<file path="config.mk">
export PLATFORM = sky130hd
export DESIGN_NAME = dacfe_top
export DESIGN_NICKNAME = d
export VERILOG_FILES = /design/src/dacfe_pkg.sv /design/src/dacfe_top.sv
export SDC_FILE = /design/constraint.sdc
export NUM_CORES = 1
export LEC_CHECK = 0
export ABC_AREA = 0
export ABC_CLOCK_PERIOD_IN_PS = 2650
export BUFFER_PORTS_ARGS = -buffer_cell sky130_fd_sc_hd__buf_4
export CORE_MARGIN = 5
export CORE_UTILIZATION = 40
export CTS_CLUSTER_DIAMETER = 150
export CTS_CLUSTER_SIZE = 16
export DETAILED_ROUTE_END_ITERATION = 10
export SYNTH_ARGS = -nofsm -noshare
export SYNTH_HDL_FRONTEND = slang
export SYNTH_SLANG_ARGS = --single-unit
</file>
<file path="constraint.sdc">
create_clock -name clk_sys_i -period 2.65 [get_ports clk_sys_i]
set_input_delay 0.265 -clock clk_sys_i [delete_from_list [all_inputs] [get_ports clk_sys_i]]
set_output_delay 0.265 -clock clk_sys_i [all_outputs]
set_load 0.03 [all_outputs]
</file>
<file path="src/dacfe_pkg.sv">
`default_nettype none
package dacfe_pkg;
   localparam int SAMPLE_W   = 14;
   localparam int LADDER_W   = 10;
   localparam int SEG_IN_W   = 4;
   localparam int SEG_W      = 15;
   localparam int BUF_DEPTH  = 2;
   localparam int SYNC_DEPTH = 3;
   localparam logic [SAMPLE_W-1:0] SAMPLE_RESET = 14'h0000;
   localparam logic [SAMPLE_W-1:0] MIDSCALE     = 14'h2000;

   typedef struct packed {
      logic [SEG_W-1:0]    seg_en;
      logic [LADDER_W-1:0] ladder;
   } dacfe_drive_t;
endpackage : dacfe_pkg
`default_nettype wire

</file>
<file path="src/dacfe_top.sv">
`timescale 1ns/10ps
`default_nettype none
module dacfe_top
(
   input  wire logic                          clk_sys_i,
   input  wire logic                          reset_i,
   input  wire logic [dacfe_pkg::SAMPLE_W-1:0] sample_word_bits_i,
   input  wire logic                          sample_valid_i,
   output logic                               sample_ready_o,
   output dacfe_pkg::dacfe_drive_t            drive_o,
   output logic [dacfe_pkg::SAMPLE_W-1:0]     sample_hold_o,
   output logic                               drive_valid_o,
   input  wire logic                          drive_ready_i
);
   import dacfe_pkg::*;

   // ----------------------------------------------------------------
   // thermometer decode
   // ----------------------------------------------------------------
   function automatic logic [SEG_W-1:0] therm(input logic [SEG_IN_W-1:0] v);
      logic [SEG_W-1:0] r;
      r = '0;
      for (int i = 0; i < SEG_W; i++)
      begin
         r[i] = (SEG_IN_W'(i) < v);
      end
      return r;
   endfunction : therm

   // word present in the buffer; shared by hold select and valid
   function automatic logic occupied(input logic [1:0] fill);
      return fill != 2'h0;
   endfunction : occupied

   // ----------------------------------------------------------------
   // two-entry skid buffer; ready stays high while one slot is free
   // ----------------------------------------------------------------
   logic [SAMPLE_W-1:0] mem_q [BUF_DEPTH];
   logic [SAMPLE_W-1:0] mem_d [BUF_DEPTH];
   // two slots let upstream push one more word into a consumer stall before ready drops
   logic [1:0]          cnt_q;
   logic [1:0]          cnt_d;
   logic                rd_q;
   logic                rd_d;
   logic                wr_q;
   logic                wr_d;
   logic                push;
   logic                pop;

   assign push = sample_valid_i && sample_ready_o;
   assign pop  = drive_valid_o && drive_ready_i;

   always_comb
   begin
      mem_d = mem_q;
      cnt_d = cnt_q;
      rd_d  = rd_q;
      wr_d  = wr_q;
      // write slot meets read slot only when empty or full; full drops ready
      if (push)
      begin
         mem_d[wr_q] = sample_word_bits_i;
         wr_d        = ~wr_q;
      end
      if (pop)
      begin
         rd_d = ~rd_q;
      end
      cnt_d = 2'(cnt_q + {1'b0, push} - {1'b0, pop});
   end

   always_ff @(posedge clk_sys_i)
   begin
      if (reset_i)
      begin
         mem_q <= '{default: SAMPLE_RESET};
         cnt_q <= 2'h0;
         rd_q  <= 1'b0;
         wr_q  <= 1'b0;
      end
      else
      begin
         mem_q <= mem_d;
         cnt_q <= cnt_d;
         rd_q  <= rd_d;
         wr_q  <= wr_d;
      end
   end

   // ----------------------------------------------------------------
   // holding register and drive outputs
   // ----------------------------------------------------------------
   logic [SAMPLE_W-1:0] hold_d;
   dacfe_drive_t        drv_d;
   logic                vld_d;
   logic                rdy_d;

   always_comb
   begin
      hold_d = sample_hold_o;
      // whole word updates when the consumer takes it and another waits, or a word enters the empty buffer, never partially
      if (occupied(cnt_d))
      begin
         hold_d = mem_d[rd_d];
      end
      vld_d        = occupied(cnt_d);
      rdy_d        = (cnt_d < 2'(BUF_DEPTH));
      drv_d.ladder = hold_d[LADDER_W-1:0];
      // straight binary: code value n lights n segments, so all ones is full scale
      drv_d.seg_en = therm(hold_d[SAMPLE_W-1:LADDER_W]);
   end

   // ----------------------------------------------------------------
   // output registers; every port leaves straight from a flop
   // ----------------------------------------------------------------

   always_ff @(posedge clk_sys_i)
   begin
      if (reset_i)
      begin
         sample_hold_o  <= SAMPLE_RESET;
         drive_o        <= '0;
         drive_valid_o  <= 1'b0;
         sample_ready_o <= 1'b1;
      end
      else
      begin
         sample_hold_o  <= hold_d;
         drive_o        <= drv_d;
         drive_valid_o  <= vld_d;
         sample_ready_o <= rdy_d;
      end
   end
endmodule : dacfe_top
`default_nettype wire

</file>
[Word-level counts from Yosys, hierarchy flattened]
Index checks and enable logic that the tools add are counted.
Widths: inputs -> output; s select.
Word-level totals
  flip-flop bits (word level): 73
  output and inout port bits: 41
  word-level logic and storage cells: 48
Operators by class
  $add $sub $neg: 2
  order comparisons: 19
  multiplexer cells: 9
  bitwise gates (word level): 4
  reduce and logical (&&, ||, !) cells: 4
Operators with widths (count)
  $mux 14: 5
  $bwmux 28: 1
  $lt 4x4->1 const A: 7
  $mux 28: 1
  $lt 3x4->1 const A: 4
  $demux 14 s1: 1
  $lt 1x4->1 const A: 2
  $lt 2x4->1 const A: 2
  $ge 2x2->1 const B: 2
  $not 1->2: 2
  $logic_and 1x1->1: 3
  $add 2x1->2: 1
  $lt 2x1->1 const B: 1
  $lt 2x2->1 const B: 1
  $not 1->1: 2
  $reduce_bool 2->1: 1
  $sub 2x1->2: 1
  $mux 1: 1

[Longest topological paths before layout]
Gate-level depths: netlist (run 1).
  word-level depth: 12
  mapped depth: 13

[Worst setup path before layout (run 1)]
No wires, ideal clock.
  kind: register to register
  start: register sample_ready_o
  end: register drive_o[18] (netlist bit)
  arrival time: 2.786 ns
  data required time: 2.584 ns
  slack: -0.202 ns
  stages on the path, launching flop included: 14
  buffers on the path: 4
  cell sequence: dfxtp_1 buf_2 nand2_1 clkbuf_1 ha_1 inv_1 ha_1 xnor3_1 and2_1 buf_6 o31ai_2 nand2b_1 buf_2 a21oi_2
On the way
  longest elaborated chain between the ends: 7
RTL lines
  from (decl): RTL line dacfe_top.sv:9  | output logic sample_ready_o,
  from (signal assigned): RTL line dacfe_top.sv:131  | sample_ready_o <= rdy_d;
  $logic_and 1x1->1 *: RTL line dacfe_top.sv:50  | assign push = sample_valid_i && sample_ready_o;
  parallel branches: the longest is 4 deep, another holds $add 2x1->2
  $mux 14 *: RTL line dacfe_top.sv:102  | if (occupied(cnt_d))
  $lt 4x4->1 *: RTL line dacfe_top.sv:25  | r[i] = (SEG_IN_W'(i) < v);
  to (signal assigned): RTL line dacfe_top.sv:129  | drive_o <= drv_d;
  to (decl): RTL line dacfe_top.sv:10  | output dacfe_pkg::dacfe_drive_t drive_o,
Mark *: on every way between the ends. The select of a mux whose other input is x is not followed.
A chain may end at the register's enable or synchronous reset.

[Worst setup path after layout (run 1)]
  start: register drive_valid_o
  end: register drive_o[18] (netlist bit)
On the way
  longest elaborated chain between the ends: 8
RTL lines
  from (decl): RTL line dacfe_top.sv:12  | output logic drive_valid_o,
  from (signal assigned): RTL line dacfe_top.sv:130  | drive_valid_o <= vld_d;
  $logic_and 1x1->1 *: RTL line dacfe_top.sv:51  | assign pop = drive_valid_o && drive_ready_i;
  $mux 1: RTL line dacfe_top.sv:65  | if (pop)
  $not 1->2 (not written as such): RTL line dacfe_top.sv:104  | hold_d = mem_d[rd_d];
  $mux 14 (not written as such) (3 in series): RTL line dacfe_top.sv:104
  $mux 14 *: RTL line dacfe_top.sv:102
  $lt 4x4->1 *: RTL line dacfe_top.sv:25
Every way passes the cells marked *; elsewhere a longest branch is shown, timed or not. The select of a mux whose other input is x is not followed.

==> results of run 1 <==
[path summary, 6_finish.rpt]
| check | end | slack, ns | from |
|---|---|---|---|
| worst max register to register | drive_o[18] | 0.21 | drive_valid_o |
| worst min-delay path | mem_q[7] | 0.18 | sample_word_bits_i[7] |
| worst min register to register | mem_q[13] | 0.46 | mem_q[13] |
| worst max-delay path | drive_o[18] | 0.21 | drive_valid_o |
[state kept, by name, indices dropped and copies added (netlist names)]
signal,cells
mem_q,28
rd_q,1
wr_q,1
sample_ready_o,1
drive_valid_o,1
cnt_q,2
sample_hold_o,4
drive_o,24
[cells in the final DEF (no fill, tap or decap), drive strengths merged, types with 2 or more instances in the layout]
| master | n |
|---|---|
| buf | 69 |
| dfxtp | 62 |
| nand2 | 50 |
| a21oi | 44 |
| nor2 | 31 |
| a221oi | 14 |
| a22oi | 10 |
| a21o | 10 |
| mux2 | 10 |
| a211oi | 10 |
| clkbuf | 10 |
| inv | 6 |
| nand3 | 5 |
| and4b | 4 |
| and4 | 4 |
| o21ai | 4 |
| clkinv | 4 |
| a2111oi | 4 |
| o31ai | 4 |
| nand3b | 3 |
| and2 | 2 |
| nand2b | 2 |
| o31a | 2 |
| ha | 2 |
[through the flow]
| stage | power (mW) | util (%) | hold WS [ns] |
|---|---|---|---|
| floorplan | 2.99 | - | 0.384 |
| global placement | 3.62 | 48.0 | 0.447 |
| detailed placement | 3.63 | 48.0 | 0.455 |
| CTS | 4.47 | 50.9 | 0.174 |
| global route | 4.74 | 50.9 | 0.172 |
| finish | 4.45 | 50.9 | 0.184 |
[kinds of logic (layout without fill, tap and decap cells)]
kind of cell,Yosys count,after routing,share of synthesized area (%)
multiplexers,10,10,4.00
flip-flops,62,62,44.0
adder cells (fa/ha/maj),2,2,0.888
XOR/XNOR,1,1,0.799
AND/OR/NAND/NOR,105,105,17.5
AO/OA/AOI/OAI,104,104,25.7
buffers and inverters,39,91,7.15
[layout make-up]
| cell class | instances | area [µm²] | share of cell area (%) |
|---|---|---|---|
| Clock buffer | 10 | 138 | 3.96 |
| Clock inverter | 6 | 61.3 | 1.76 |
| Inverter | 6 | 22.5 | 0.647 |
| Multi-Input combinational cell | 222 | 1380 | 39.5 |
| Sequential cell | 62 | 1240 | 35.8 |
| Tap cell | 96 | 120 | 3.45 |
| Timing Repair Buffer | 69 | 518 | 14.9 |
[layer usage]
layer	GRT usage, %	routed length, µm	up-vias
li1	-	-	1245
met1	22.9	3370	1146
met2	27.1	3380	76
met3	5.13	459	7
met4	5.66	86	0
met5	0	0	-
[critical path, stage by stage, from the launching register on]
cell,delay (ns)
dfxtp_1,0.35
and2_1,0.17
ha_1,0.27
inv_1,0.06
ha_1,0.14
xnor3_1,0.22
and2_1,0.32
o31ai_2,0.39
nand2b_1,0.29
a21oi_2,0.17
[cell usage after synthesis]
cell	count	area, µm²
a2111oi_1	1	10.0
a21oi_2	1	8.76
a21oi_1	43	215
a2111oi_0	2	17.5
nand2b_1	2	12.5
nor2_1	29	109
a221oi_1	14	123
and4b_1	4	40.0
clkbuf_1	15	56.3
nand3b_1	2	15.0
xnor3_1	1	22.5
buf_6	1	11.3
o31ai_2	2	25.0
and3b_1	1	8.76
a211oi_1	10	75.1
a21boi_1	1	7.51
nand3_1	5	25.0
a2111oi_2	1	15.0
o31ai_1	1	7.51
inv_2	1	3.75
a22oi_1	10	75.1
nor2_2	2	12.5
and3_1	1	6.26
o31ai_4	1	21.3
and2_1	2	12.5
dfxtp_1	62	1240
buf_2	5	25.0
o31a_1	2	17.5
buf_1	1	3.75
ha_1	2	25.0
buf_4	11	82.6
mux2_2	10	113
nor3_2	1	10.0
o21ai_1	4	20.0
nand2_1	50	188
a21bo_2	1	10.0
or2_2	1	6.26
and4_1	4	35.0
nand3b_2	1	11.3
a21o_1	10	75.1
inv_1	5	18.8
[power by group through the flow]
stage               clock network [mW]  logic [mW]  registers, mW
floorplan                            0        1.38           1.60
global placement                     0        2.30           1.32
detailed placement                   0        2.30           1.33
CTS                              0.851        2.31           1.31
global route                     0.905        2.50           1.34
finish                           0.842        2.30           1.30
==> reports/results.tsv, run 1 <==
stage	metric	value	unit
status	status	complete, no violations	
route	Iter 0 DRT Violations	149	
sta	Hold Vio Cnt, Final	0	
pwr	Sw Ratio	44.6	%
sta	Final TNS setup	0	ns
floorplanning	die area	8820	µm²
critical_path	CP max FO	10	
critical_path	Worst EP arrival	2.72	ns
floorplanning	die width	93.9	µm
route	routed via count	2474	
synthesis	flops & latches, synth	62	
floorplanning	Initial Util	41.2	%
critical_path	Setup Crit Path Kind	flip-flop to flip-flop	
global_route	Overflow after GRT	0	
synthesis	yosys warns	0	
place	pre-CTS WS	0.190	ns
route	Routed Antenna Nets	0	
critical_path	R2R cell count	9	
pwr	cell-internal power	2.47	mW
place	DP Wirelength	4870	µm
layout	number of diodes	0	
cts	H-tree levels	3	
global_route	vias in the first global route	2349	
route	vias per cell	5.25	
route	DRC Markers	0	
global_route	global-route usage over all layers	17.4	%
floorplanning	Die Span Y	93.9	µm
sta	worst slew pin tran	0.618	ns
critical_path	CP Capture Type	flip-flop	
place	number of port buffers	58	
global_route	largest net degree at the start of global routing	52	
pwr	clock network fraction of design power	18.9	%
pwr	Reg power frac	29.3	%
cts	CTS Sinks	62	
sta	Worst Slack Setup Final	0.205	ns
cts	CTS max path bufs	2	
layout	layout cells sized above 1	28.8	%
critical_path	crit path launch type	flip-flop	
synthesis	mapped cell area	2820	µm²
sta	final slew viol count	0	
synthesis	cell count after synthesis	323	
sta	RSZ-0062 raised after global routing	false	
route	Routed WL per cell	15.5	µm
flow_run	maxcap violations	0	
floorplanning	Rows	30	
sta	Min Clock Period, post-route	2.44	ns
synthesis	Yosys cell types	41	
route	final wirelength	7290	µm
sta	final setup vio count	0	
global_route	initial antenna violation count	0	
layout	cell area after layout	3480	µm²
pwr	Max VDD drop	0.493	mV
cts	Worst-path clk slew	0.07	ns
min_path	Worst Hold Class	primary input to flip-flop	
cts	CTS tree	yes	
cts	CTS Hold Bufs	0	
synthesis	Mapped Avg Cell Area	8.72	µm²
sta	fin crit share	92.3	%
floorplanning	# IOs	59	
critical_path	Critical Path RT	2.92	ns
place	final RePlAce weighted congestion	0.812	
sta	Worst Skew	0.00904	ns
place	Placed Cells	455	
sta	Peak Freq	0.409	GHz
cts	Worst-Skew Late Latency	0.35	ns
min_path	hold path cells	3	
cts	post-CTS sizing	0	
place	Cell Area, Placed	3280	µm²
cts	Setup Buffers After CTS	0	
pwr	switching pwr	1.98	mW
floorplanning	core area	6830	µm²
layout	nets	390	
layout	fill count	662	
pwr	combinational share of power	51.8	%
pwr	P per Cell Area	1280	nW/µm²
cts	Root Buffer Master	clkbuf_8	
synthesis	syn nets	343	
route	DRT Pass-1 Iters	4	
global_route	first-pass GRT wire length	11900	µm
layout	post-route insts no fill	471	
sta	Slew headroom	57.8	%
layout	area grow syn2layout	23.5	%
pwr	leakage power	1.48	nW
synthesis	sequential area share after synthesis	44.0	%
cts	CTS Buf Count	9	
Power figures use the tool's default switching activity.
==> run 2, diff against run 1 <==
--- a/config.mk
+++ b/config.mk
@@ -5,7 +5,7 @@
 export SDC_FILE = /design/constraint.sdc
 export NUM_CORES = 1
 export LEC_CHECK = 0
-export ABC_AREA = 0
+export ABC_AREA = 1
 export ABC_CLOCK_PERIOD_IN_PS = 2650
 export BUFFER_PORTS_ARGS = -buffer_cell sky130_fd_sc_hd__buf_4
 export CORE_MARGIN = 5
==> run 2 against run 1 <==
  * Register-to-register slack gained 0.08 ns
  * Utilization grew 0.47 points
  * Via count fell by 6.7%
  * Synthesized area is 7.0% lower
  * Critical path depth rose by 3
  * Sequential power is essentially flat
  * Clock power rose by 14%
  * Synthesized cell count rose by 10%
  * Worst setup slack improved by 0.081 ns
  * Cell area fell by 6.2%
  * Flip-flop and latch count unchanged
  * Hold slack improved by 0.081 ns
  * Largest cell class is now flip-flops and latches
==> reports/results.tsv, run 2 <==
stage	metric	value	unit
status	status	complete, no violations	
route	routed via count	2308	
synthesis	flops & latches, synth	62	
cts	H-tree levels	3	
global_route	met2 Use GR	25.8	%
global_route	largest net degree at the start of global routing	37	
min_path	Worst Hold Class	primary input to flip-flop	
floorplanning	die area	8270	µm²
synthesis	most instantiated cells after synthesis	74 x nand2_1, 62 x dfxtp_1, 48 x inv_1, 48 x nor2_1, 31 x o21ai_0	
route	Routed WL per cell	12.6	µm
critical_path	CP Capture Type	flip-flop	
layout	cell area after layout	3260	µm²
layout	area grow syn2layout	24.5	%
sta	final setup vio count	0	
sta	Peak Freq	0.423	GHz
synthesis	yosys warns	0	
global_route	met1 usage	18.1	%
cts	Root Buffer Master	clkbuf_8	
layout	fill count	620	
cts	CTS Sinks	62	
pwr	Reg power frac	29.4	%
pwr	total power draw	4.54	mW
layout	register with the most flip-flops	mem_q	
global_route	vias in the first global route	2250	
synthesis	top-count cell post-synth	nand2_1	
synthesis	simple logic cell fraction of the synthesized area	27.9	%
synthesis	Compound-Gate Fraction of Synth Area	11.1	%
global_route	global-route usage over all layers	15.4	%
global_route	GRT Max-Usage Layer	met2	
synthesis	main flop type after synthesis	dfxtp_1	
synthesis	Synth top area share	47.4	%
synthesis	mapped cell area	2620	µm²
critical_path	R2R cell count	12	
floorplanning	# IOs	59	
place	final RePlAce weighted congestion	0.798	
pwr	leakage power	1.65	nW
pwr	Sw Ratio	43.9	%
cts	CTS Hold Bufs	0	
floorplanning	Initial Util	41.3	%
synthesis	Yosys cell types	22	
pwr	switching pwr	1.99	mW
global_route	initial antenna violation count	0	
cts	Setup Buffers After CTS	0	
flow_run	maxcap violations	0	
place	Cell Area, Placed	3030	µm²
synthesis	Post-synth EDFFs	0	
layout	leading cell type in the layout, fill and taps excluded	nand2_1	
sta	Final TNS setup	0	ns
sta	final slew viol count	0	
sta	fin crit share	89.2	%
synthesis	Synth area leaders	dfxtp_1 47%, nand2_1 11%, inv_1 6.9%	
critical_path	CP peak stage delay	0.47	ns
global_route	Overflow after GRT	0	
critical_path	cell mode on critical path	nand2_1	
synthesis	multiplexer share of the synthesized area	0	%
synthesis	sequential area share after synthesis	47.4	%
critical_path	CP max FO	12	
route	vias per cell	4.75	
sta	Min Clock Period, post-route	2.36	ns
global_route	first-pass GRT wire length	10300	µm
synthesis	Synth Area in Adders	0.955	%
critical_path	crit path launch type	flip-flop	
route	Iter 0 DRT Violations	116	
route	DRC Markers	0	
global_route	met3 Track Usage GR	5.45	%
route	DRT Pass-1 Iters	4	
floorplanning	Rows	29	
cts	Worst-Skew Late Latency	0.34	ns
pwr	combinational share of power	49.5	%
pwr	cell-internal power	2.55	mW
synthesis	asr flop ratio synth	0	%
route	final wirelength	6150	µm
synthesis	Synth area leader	dfxtp_1	
sta	final hold slack	0.264	ns
cts	Worst-path clk slew	0.07	ns
layout	Top Registers	mem_q x28, drive_o x24, sample_hold_o x4	
layout	number of diodes	0	
synthesis	Mapped Avg Cell Area	7.36	µm²
floorplanning	die width	91.0	µm
critical_path	CP max-delay cell	dfxtp_1	
pwr	clock network fraction of design power	21.1	%
layout	Util after Layout	51.4	%
critical_path	crit-path cells	nand2_2 -> ha_1 -> inv_1 -> ha_1 -> inv_1 -> nand3_2 -> inv_1 -> nand2_1 -> nand2_1 -> nand2_1 -> nand2_1 -> nand2_1	
cts	CTS tree	yes	
synthesis	largest family of logic cells by synthesized area	simple AND/OR/NAND/NOR gates	
layout	nets	424	
pwr	Max VDD drop	0.731	mV
sta	Worst Skew	0.00661	ns
cts	CTS Buf Count	9	
sta	RSZ-0062 raised after global routing	false	
sta	worst slew pin tran	0.469	ns
synthesis	xor/xnor cell area share of the yosys netlist	0	%
place	DP Wirelength	4370	µm
critical_path	Setup Crit Path Kind	flip-flop to flip-flop	
layout	layout cells sized above 1	24.0	%
synthesis	syn nets	376	
sta	Hold Vio Cnt, Final	0	
place	number of port buffers	58	
floorplanning	Die Span Y	91.0	µm
critical_path	Worst EP arrival	2.60	ns
route	Routed Antenna Nets	0	
pwr	P per Cell Area	1390	nW/µm²
floorplanning	core area	6350	µm²
min_path	hold path cells	5	
sta	Slew headroom	68.7	%
cts	CTS max path bufs	2	
layout	max reg flops	28	
synthesis	cell count after synthesis	356	
cts	post-CTS sizing	0	
critical_path	Critical Path RT	2.89	ns
layout	most frequent cells in the layout	74 x nand2_1, 62 x dfxtp_1, 61 x buf_4, 48 x inv_1, 48 x nor2_1	
[run 2: final cells by class]
cell class | instances | area [µm²] | share of cell area, %
clock buffer | 13 | 169 | 5.17
inverter | 50 | 188 | 5.75
timing repair buffer | 61 | 458 | 14.0
clock inverter | 3 | 65.1 | 1.99
multi-input combinational | 220 | 1050 | 32.1
sequential | 62 | 1240 | 38.0
tap | 77 | 96.3 | 2.95
[run 2: per-layer routing]
layer / vias to the layer above / part of all wire [%]
li1: 1189 / -
met1: 1062 / 44
met2: 50 / 50
met3: 7 / 5.5
met4: 0 / 1.3
met5: - / 0
[run 2: cell families after synthesis]
| logic type | after synthesis |
|---|---|
| simple gates | 164 |
| buf+inv | 74 |
| fa+ha+maj | 2 |
| flops | 62 |
| compound gates | 54 |
[run 2: path summary, 6_finish.rpt]
check	to	start	slack [ns]
worst max-delay path	drive_o[10]	sample_ready_o	0.29
worst min-delay path	mem_q[14]	sample_word_bits_i[0]	0.26
worst max register to register	drive_o[10]	sample_ready_o	0.29
worst min register to register	mem_q[14]	mem_q[14]	0.50
[run 2: critical path, delay by kind of cell, from the launching register on]
family | cells | cell delay, ns
buf+inv | 3 | 0.38
simple gates | 7 | 0.87
flops | 1 | 0.47
fa+ha+maj | 2 | 0.56
[run 2: power by group through the flow]
| stage | clock network [mW] | logic, mW | registers [mW] |
|---|---|---|---|
| floorplan | 0 | 1.32 | 1.65 |
| global placement | 0 | 2.25 | 1.35 |
| detailed placement | 0 | 2.26 | 1.36 |
| CTS | 0.975 | 2.28 | 1.34 |
| global route | 1.02 | 2.51 | 1.37 |
| finish | 0.959 | 2.24 | 1.33 |
[run 2: through the flow]
step / worst slack (ns) / instances
floorplan: 0.443 / 356
detailed placement: 0.314 / 470
global route: 0.0555 / 486
CTS: 0.289 / 486
global placement: 0.410 / 470
finish: 0.286 / 486
